===== src/logic/psg_pkg.sv =====
// Package for the peripheral select and interrupt glue block.
// Assumes a single clock domain and a port address bus of eight bits.
package psg_pkg;
    // Port address group codes on address bits 5..3.
    localparam logic [2:0] GRP_PARALLEL = 3'h0;
    localparam logic [2:0] GRP_TIMER = 3'h1;
    localparam logic [2:0] GRP_INTC = 3'h2;
    localparam logic [2:0] GRP_SERIAL = 3'h3;
    localparam int GRP_LSB = 3;
    localparam int GRP_MSB = 5;
    // Controller register index on address bit 1, since the controller sits on even addresses only.
    localparam logic CTL_VECTOR = 1'h0;
    localparam logic CTL_MASK = 1'h1;
    // Reset values of the controller registers.
    localparam logic [7:0] VECTOR_BASE_RST = 8'h08;
    localparam logic [7:0] MASK_RST = 8'hFF;
    // Request input positions at the controller.
    localparam int IRQ_TIMER0 = 0;
    localparam int IRQ_TIMER1 = 1;
    localparam int IRQ_RX_READY = 2;
    localparam int IRQ_TX_READY = 3;
    localparam int IRQ_LOW_PC0 = 4;
    localparam int IRQ_LOW_PC3 = 5;
    localparam int IRQ_HIGH_PC0 = 6;
    localparam int IRQ_HIGH_PC3 = 7;
    // Peripheral clock is the processor clock divided by this figure.
    localparam int PCLK_DIVIDE = 2;
    // Acknowledge sequence states, one-hot.
    typedef enum logic [1:0] {
        ACK_IDLE = 2'h1,
        ACK_FIRST = 2'h2
    } psg_ack_e;
endpackage : psg_pkg


===== src/logic/psg_glue.sv =====
// Peripheral select decoder, timer clock routing and interrupt controller glue.
// Assumes a bus master giving one-cycle read and write strobes with a latched port address.
//
// Function
// - Parallel port low device on even, high device on odd addresses in group 0000xxx.
// - Parallel ports and timer select registers with the two lowest address lines.
// - Port C bits zero and three of each parallel device feed the controller.
// - Timer uses the low byte, selected on even addresses in 0001xxx.
// - Timer counters zero and two run from the peripheral clock.
// - A link clocks counter one from peripheral clock or counter zero output.
// - All three timer gate inputs are held high.
// - Counter two output is the serial bit-rate clock.
// - Counter zero and one outputs are controller request sources.
// - Controller uses low byte, address bit one, even addresses in 00010xxx.
// - Eight fixed-priority request levels, input zero highest, input seven lowest.
// - Controller raises request; two acknowledge pulses then place vector on bus.
// - Controller is a lone master; cascade unused, program input tied high.
// - Serial device selected on 00011xx0 and uses the low data byte.
// - Address line one picks serial control/status or data register.
// - Every system reset also resets the serial device.
// - Serial receive-ready and transmit-ready feed the controller.
// - A fitted link loops request-to-send back to clear-to-send.
// - Port decoder is active only during an I/O cycle.
// - All decoded select outputs are active low.
// - Peripheral clock is processor clock halved, with even duty.
`timescale 1ns/1ps
module psg_glue (
    input wire logic clock,
    input wire logic nrst,
    input wire logic [7:0] portAddr,
    input wire logic byteHighEnableN,
    input wire logic memoryCycle,
    input wire logic [7:0] writeData,
    input wire logic writeStrobe,
    input wire logic readStrobe,
    output logic [7:0] readData,
    output logic dataDriveN,
    output logic periphReadN,
    output logic periphWriteN,
    output logic parallelLowSelN,
    output logic parallelHighSelN,
    output logic timerSelN,
    output logic intcSelN,
    output logic serialSelN,
    output logic [3:0] spareSelN,
    output logic [1:0] registerSelect,
    output logic serialCtrlSelect,
    output logic peripheralClock,
    output logic [2:0] timerClock,
    output logic [2:0] timerGate,
    input wire logic [2:0] counterOut,
    input wire logic counterOneLinkB,
    output logic receiveBitClock,
    output logic transmitBitClock,
    input wire logic receiveReadyFlag,
    input wire logic transmitReadyFlag,
    input wire logic [1:0] portCBitZero,
    input wire logic [1:0] portCBitThree,
    output logic serialReset,
    input wire logic handshakeLoopbackLink,
    input wire logic serialRtsN,
    input wire logic lineCtsN,
    output logic serialCtsN,
    output logic cpuInterruptRequest,
    input wire logic interruptAcknowledgePulse,
    output logic [2:0] cascadeLine,
    output logic masterSlaveProgramInput
);
    logic ioSelectable;
    logic strobeActive;
    logic [2:0] group;
    logic [7:0] requests;
    logic [7:0] pending;
    logic [2:0] topLevel;
    logic [2:0] heldLevel;
    logic [7:0] vectorBase;
    logic [7:0] mask;
    logic intcAccess;
    psg_pkg::psg_ack_e ackState;

    // Decoder enable: I/O cycle, upper address bits clear, a strobe present.
    // I/O cycle gate.
    assign ioSelectable = !memoryCycle && (portAddr[7:6] == 2'h0);
    assign strobeActive = readStrobe || writeStrobe;
    assign group = portAddr[psg_pkg::GRP_MSB:psg_pkg::GRP_LSB];
    assign periphReadN = !readStrobe;
    assign periphWriteN = !writeStrobe;

    // Active-low selects per peripheral group.
    // Active-low outputs.
    always_comb begin
        parallelLowSelN = 1'h1;
        parallelHighSelN = 1'h1;
        timerSelN = 1'h1;
        intcSelN = 1'h1;
        serialSelN = 1'h1;
        spareSelN = 4'hF;
        if (ioSelectable && strobeActive) begin
            case (group)
                psg_pkg::GRP_PARALLEL: begin
                    parallelLowSelN = portAddr[0];
                    parallelHighSelN = !(portAddr[0] && !byteHighEnableN);
                end
                psg_pkg::GRP_TIMER: timerSelN = portAddr[0];
                psg_pkg::GRP_INTC: intcSelN = portAddr[0];
                psg_pkg::GRP_SERIAL: serialSelN = portAddr[0];
                default: spareSelN[group[1:0]] = 1'h0;
            endcase
        end
    end

    // Register select lines handed to the peripherals.
    // Two lowest address lines.
    assign registerSelect = portAddr[1:0];
    assign serialCtrlSelect = portAddr[1];

    // Peripheral clock toggles each processor clock for an even duty cycle.
    // Divide by two.
    always_ff @(posedge clock or negedge nrst) begin
        if (!nrst) begin
            peripheralClock <= 1'h0;
        end else begin
            peripheralClock <= !peripheralClock;
        end
    end

    // Timer clocks and gates; the link chains counter one behind counter zero.
    // Counters zero and two on peripheral clock.
    assign timerClock[0] = peripheralClock;
    assign timerClock[2] = peripheralClock;
    assign timerClock[1] = counterOneLinkB ? counterOut[0] : peripheralClock;
    assign timerGate = 3'h7;
    // Bit-rate clock from counter two; its rate is set by software.
    assign receiveBitClock = counterOut[2];
    assign transmitBitClock = counterOut[2];

    // Handshake loopback when the link is fitted, else from the line.
    // Loopback link.
    assign serialCtsN = handshakeLoopbackLink ? serialRtsN : lineCtsN;

    // Serial device held in reset through the system reset and one clock after.
    // Serial reset follows system reset.
    always_ff @(posedge clock or negedge nrst) begin
        if (!nrst) begin
            serialReset <= 1'h1;
        end else begin
            serialReset <= 1'h0;
        end
    end

    // Request routing into the eight controller inputs.
    // Counter outputs as requests.
    assign requests[psg_pkg::IRQ_TIMER0] = counterOut[0];
    assign requests[psg_pkg::IRQ_TIMER1] = counterOut[1];
    assign requests[psg_pkg::IRQ_RX_READY] = receiveReadyFlag;
    assign requests[psg_pkg::IRQ_TX_READY] = transmitReadyFlag;
    // Port C strobe bits as requests.
    assign requests[psg_pkg::IRQ_LOW_PC0] = portCBitZero[0];
    assign requests[psg_pkg::IRQ_LOW_PC3] = portCBitThree[0];
    assign requests[psg_pkg::IRQ_HIGH_PC0] = portCBitZero[1];
    assign requests[psg_pkg::IRQ_HIGH_PC3] = portCBitThree[1];
    assign pending = requests & ~mask;

    // Fixed priority: the lowest numbered pending input wins.
    // Input zero highest.
    always_comb begin
        topLevel = 3'h0;
        for (int i = 7; i >= 0; i--) begin
            if (pending[i]) begin
                topLevel = 3'(i);
            end
        end
    end

    assign cascadeLine = 3'h0;
    assign masterSlaveProgramInput = 1'h1;

    // Software access to the controller's vector base and mask.
    assign intcAccess = ioSelectable && (group == psg_pkg::GRP_INTC) && !portAddr[0];
    always_ff @(posedge clock or negedge nrst) begin
        if (!nrst) begin
            vectorBase <= psg_pkg::VECTOR_BASE_RST;
            mask <= psg_pkg::MASK_RST;
        end else if (writeStrobe && intcAccess) begin
            if (portAddr[1] == psg_pkg::CTL_MASK) begin
                mask <= writeData;
            end else begin
                vectorBase <= {writeData[7:3], 3'h0};
            end
        end
    end

    // Acknowledge sequence: first pulse freezes the level, second returns the vector.
    // Two-pulse acknowledge.
    always_ff @(posedge clock or negedge nrst) begin
        if (!nrst) begin
            ackState <= psg_pkg::ACK_IDLE;
            heldLevel <= 3'h0;
        end else begin
            case (ackState)
                psg_pkg::ACK_IDLE: begin
                    if (interruptAcknowledgePulse) begin
                        ackState <= psg_pkg::ACK_FIRST;
                        heldLevel <= topLevel;
                    end
                end
                psg_pkg::ACK_FIRST: begin
                    if (interruptAcknowledgePulse) begin
                        ackState <= psg_pkg::ACK_IDLE;
                    end
                end
                default: ackState <= psg_pkg::ACK_IDLE;
            endcase
        end
    end

    // Request raised while any unmasked input is pending and no sequence runs.
    assign cpuInterruptRequest = (|pending) && (ackState == psg_pkg::ACK_IDLE);

    // Read data and bus drive, valid only in the cycle after a read or second pulse.
    // Bus driven only after a strobe.
    always_ff @(posedge clock or negedge nrst) begin
        if (!nrst) begin
            readData <= 8'h00;
            dataDriveN <= 1'h1;
        end else if (interruptAcknowledgePulse && ackState == psg_pkg::ACK_FIRST) begin
            readData <= vectorBase | {5'h00, heldLevel};
            dataDriveN <= 1'h0;
        end else if (readStrobe && intcAccess) begin
            readData <= (portAddr[1] == psg_pkg::CTL_MASK) ? mask : pending;
            dataDriveN <= 1'h0;
        end else begin
            dataDriveN <= 1'h1;
        end
    end
endmodule : psg_glue


===== config.mk =====
export PLATFORM = sky130hd
export DESIGN_NAME = psg_glue
export DESIGN_NICKNAME = d
export VERILOG_FILES = /design/src/logic/psg_pkg.sv /design/src/logic/psg_glue.sv
export SDC_FILE = /design/constraint.sdc
export NUM_CORES = 1
export LEC_CHECK = 0
export ABC_AREA = 0
export BUFFER_PORTS_ARGS = -buffer_cell sky130_fd_sc_hd__buf_2
export CELL_PAD_IN_SITES_DETAIL_PLACEMENT = 0
export CELL_PAD_IN_SITES_GLOBAL_PLACEMENT = 1
export CORE_ASPECT_RATIO = 1.5
export CORE_MARGIN = 1.5
export CORE_UTILIZATION = 35
export CTS_CLUSTER_SIZE = 14
export DETAILED_ROUTE_END_ITERATION = 10
export GPL_TIMING_DRIVEN = 0
export HOLD_SLACK_MARGIN = 0.08
export PLACE_DENSITY_LB_ADDON = 0.1
export REMOVE_ABC_BUFFERS = 1
export SETUP_SLACK_MARGIN = 0.2
export SYNTH_ARGS = -nofsm -noshare
export SYNTH_HDL_FRONTEND = slang
export SYNTH_SLANG_ARGS = --single-unit

===== constraint.sdc =====
create_clock -name clock -period 2.86 [get_ports clock]
set_input_delay 0.715 -clock clock [delete_from_list [all_inputs] [get_ports clock]]
set_output_delay 0.715 -clock clock [all_outputs]
set_load 0.01 [all_outputs]

==> results.cfg <==
[run_status]
run_status = finished clean

[cts]
clock_slew_at_reported_path_ffs_ns = 0.06
cts_root_buffer = sky130_fd_sc_hd__clkbuf_8
clock_sinks = 29
cts-buffers-inserted = 5
cts_setup_buffers = 0
cts-htree-levels = 2
clock_insertion_delay_at_the_later_pin_of_the_skew_report_ns = 0.28
tritoncts = yes
cts.hold.buffers_added = 0
cts_buffer_depth = 2

[synth]
synth-edff-count = 0
ys_ff_latch = 29
synthesis.area_um2 = 1560
ys_async_sr_fraction_pct = 100
synth_cell_types = 29
synth_top_area_share_pct = 27.2
synthCells = 148
synth_area_leaders = sky130_fd_sc_hd__dfrtp_1, sky130_fd_sc_hd__dfstp_2, sky130_fd_sc_hd__mux2_2
synth_commonest_cells = sky130_fd_sc_hd__dfrtp_1, sky130_fd_sc_hd__buf_4, sky130_fd_sc_hd__mux2_2, sky130_fd_sc_hd__o21ai_0, sky130_fd_sc_hd__dfstp_2
yosys.cell_count.top_type = sky130_fd_sc_hd__dfrtp_1
seq_area_frac_synth_pct = 47.4
ys.warnings.count = 0
synth_top_cell_by_area = sky130_fd_sc_hd__dfrtp_1
mean_cell_area_of_the_mapped_netlist_um2 = 10.6
synth_flop_cell = sky130_fd_sc_hd__dfrtp_1

[detailed_routing]
ant_nets = 0
dr.pass1.iters = 4
via_count = 1294
post-route-drc-count = 0
wl_per_cell_um = 14.3
via_per_inst = 5.07
detail_route.wirelength_mm = 3.64
dr_iter_0_viols = 49

[worst_setup_path]
path_class = in2out
crit_required_ns = 2.14
crit_path_start_kind = input port
critPathCaptureType = output port
critical_path.max_fanout = 5
timing.critical_path.arrival_ns = 1.81

[sta]
rsz0062_at_grt = false
post_route_fraction_of_the_period_consumed_by_the_critical_path_pct = 88.3
fin_setup_tns_ns = 0
fmax_mhz = 396
slew_headroom_pct = 56.9
clock_skew_ns = 0.00589
measured_slew_at_the_worst_slew_check_pin_ns = 0.646
setup_viol = 0
timing.final.crit_period_ns = 2.53
slew_violations = 0
finalHoldViolations = 0

[global_route]
grt_first_pass_wirelength_mm = 5.72
grt_max_degree = 30
first_global_vias = 1265
gr-usage-all-layers_pct = 15.2
initial_antenna_violation_count = 0
gr-total-overflow = 0

[floorplan]
fp.dieArea_um2 = 4890
io_pins = 75
core_um2 = 4250
row_count = 29
die_height_um = 84.9
initial_cell_density_of_the_core_pct = 36.8
die_w_um = 57.6

[cells_and_area]
antennaDiodeCount = 0
area_growth_syn_to_layout_pct = 25.3
n_fill_cell = 422
drive_gt1_share_pct = 49.3
nets = 244
final_core_utilization_pct = 46.2

[place]
gp_congestion = 0.772
dp.final_hpwl_mm = 2.78
port_buffers = 63

[pwr]
power.share.switching_pct = 27.5
internal_power_mw = 0.782
share_comb_of_total_power_pct = 19.5
clock_power_share_pct = 33.9
power-per-cell-area_nw_per_um2 = 550
total_switching_power_mw = 0.296
worst_ir_drop_vdd_v = 0.000456
totalPowerFinal_mw = 1.08
power_frac_seq_pct = 46.6
leakagePower_nw = 0.967

[run]
drv.max_cap_violation_count = 0

[min_path]
hp-class = in2async
layer usage:
layer	wire length (um)	track usage [%]	vias to the layer above
li1	-	-	619
met3	233	3.66	6
met2	1960	28.5	54
met4	57	5.71	0
met1	1390	15.9	615
met5	0	0	-
per-stage QoR:
stage               area, um2  instances  hold slack (ns)  worst slack, ns
finish                   1960        255            0.459            0.335
global route             1960        255            0.500            0.238
CTS                      1950        255            0.463            0.251
detailed placement       1850        247            0.457            0.157
global placement         1850        247            0.449            0.178
floorplan                1470        138            0.419            0.507
state kept, by name, indices dropped and copies added, names as in the netlist:
name	count
serialReset	1
heldLevel	3
mask	8
vectorBase	5
ackState	2
dataDriveN	1
readData	8
peripheralClock	1
worst paths after layout:
check	from	endpoint	slack, ns	cells after the start
worst max-delay path	portAddr[7]	spareSelN[3]	0.33	6
worst min-delay path	nrst	readData[2]$_DFFE_PN0N_	0.46	1
worst max register to register	ackState[0]$_DFFE_PN1P_	readData[1]$_DFFE_PN0N_	1.02	3
worst min register to register	peripheralClock$_DFF_PN0_	peripheralClock$_DFF_PN0_	0.46	1
max in group asynchronous	nrst	readData[0]$_DFFE_PN0N_	1.98	1
min in group clock	peripheralClock$_DFF_PN0_	peripheralClock$_DFF_PN0_	0.46	1
area by class of cell:
| class | instances | area [um2] | area share (%) |
|---|---|---|---|
| Clock buffer | 7 | 96.3 | 4.92 |
| Multi-Input combinational cell | 101 | 714 | 36.5 |
| Timing Repair Buffer | 63 | 315 | 16.1 |
| Inverter | 8 | 30.0 | 1.53 |
| Sequential cell | 29 | 741 | 37.8 |
| Tap cell | 46 | 57.6 | 2.94 |
| Clock inverter | 1 | 5.00 | 0.255 |
power groups by stage:
stage	clock (mW)	sequential (mW)	combinational (mW)
2_1_floorplan	0	0.516	0.0991
3_5_place_dp	0	0.508	0.213
4_1_cts	0.380	0.502	0.214
3_3_place_gp	0	0.507	0.207
6_report	0.366	0.502	0.211
5_1_grt	0.398	0.511	0.234
worst max-delay path, stage by stage:
cell and delay (ns):
sky130_fd_sc_hd__buf_2 0.11, sky130_fd_sc_hd__nor3_4 0.28, sky130_fd_sc_hd__o21ai_1 0.19, sky130_fd_sc_hd__nor2_1 0.26, sky130_fd_sc_hd__nand3_1 0.11, sky130_fd_sc_hd__buf_2 0.14
placed cells by master, fill, tap and decap left out, types with 2 or more instances in the layout:
master	synthesis	layout
sky130_fd_sc_hd__o21ai_0	13	12
sky130_fd_sc_hd__o31ai_1	2	2
sky130_fd_sc_hd__nand3b_1	2	2
sky130_fd_sc_hd__dfstp_2	12	12
sky130_fd_sc_hd__a21oi_1	6	6
sky130_fd_sc_hd__nor2b_1	7	7
sky130_fd_sc_hd__mux2_2	14	14
sky130_fd_sc_hd__nand4b_1	3	3
sky130_fd_sc_hd__dfrtp_1	17	17
sky130_fd_sc_hd__inv_1	8	8
sky130_fd_sc_hd__buf_2	0	63
sky130_fd_sc_hd__nor2_1	7	7
sky130_fd_sc_hd__nand2_1	8	8
sky130_fd_sc_hd__clkbuf_8	0	7
sky130_fd_sc_hd__nand3_1	2	2
sky130_fd_sc_hd__mux2i_1	6	6
sky130_fd_sc_hd__conb_1	2	8
sky130_fd_sc_hd__a22oi_1	8	8
sky130_fd_sc_hd__nand2b_1	4	4
cell families (layout without fill, tap and decap cells):
kind of cell	count (synthesis)	count (layout)	synth area share, %
and+or+nand+nor	41	41	16.3
other	2	8	0.480
muxes	20	20	13.9
DFF	29	29	47.4
AOI/OAI and AO/OA	32	32	12.8
buffers and inverters	24	79	9.12
repair_timing:
action	4_1_cts	5_1_grt
setup endpoints to repair	5	5
gates resized for setup	1	2
pin swaps	0	1
Power figures use the tool's default switching activity.
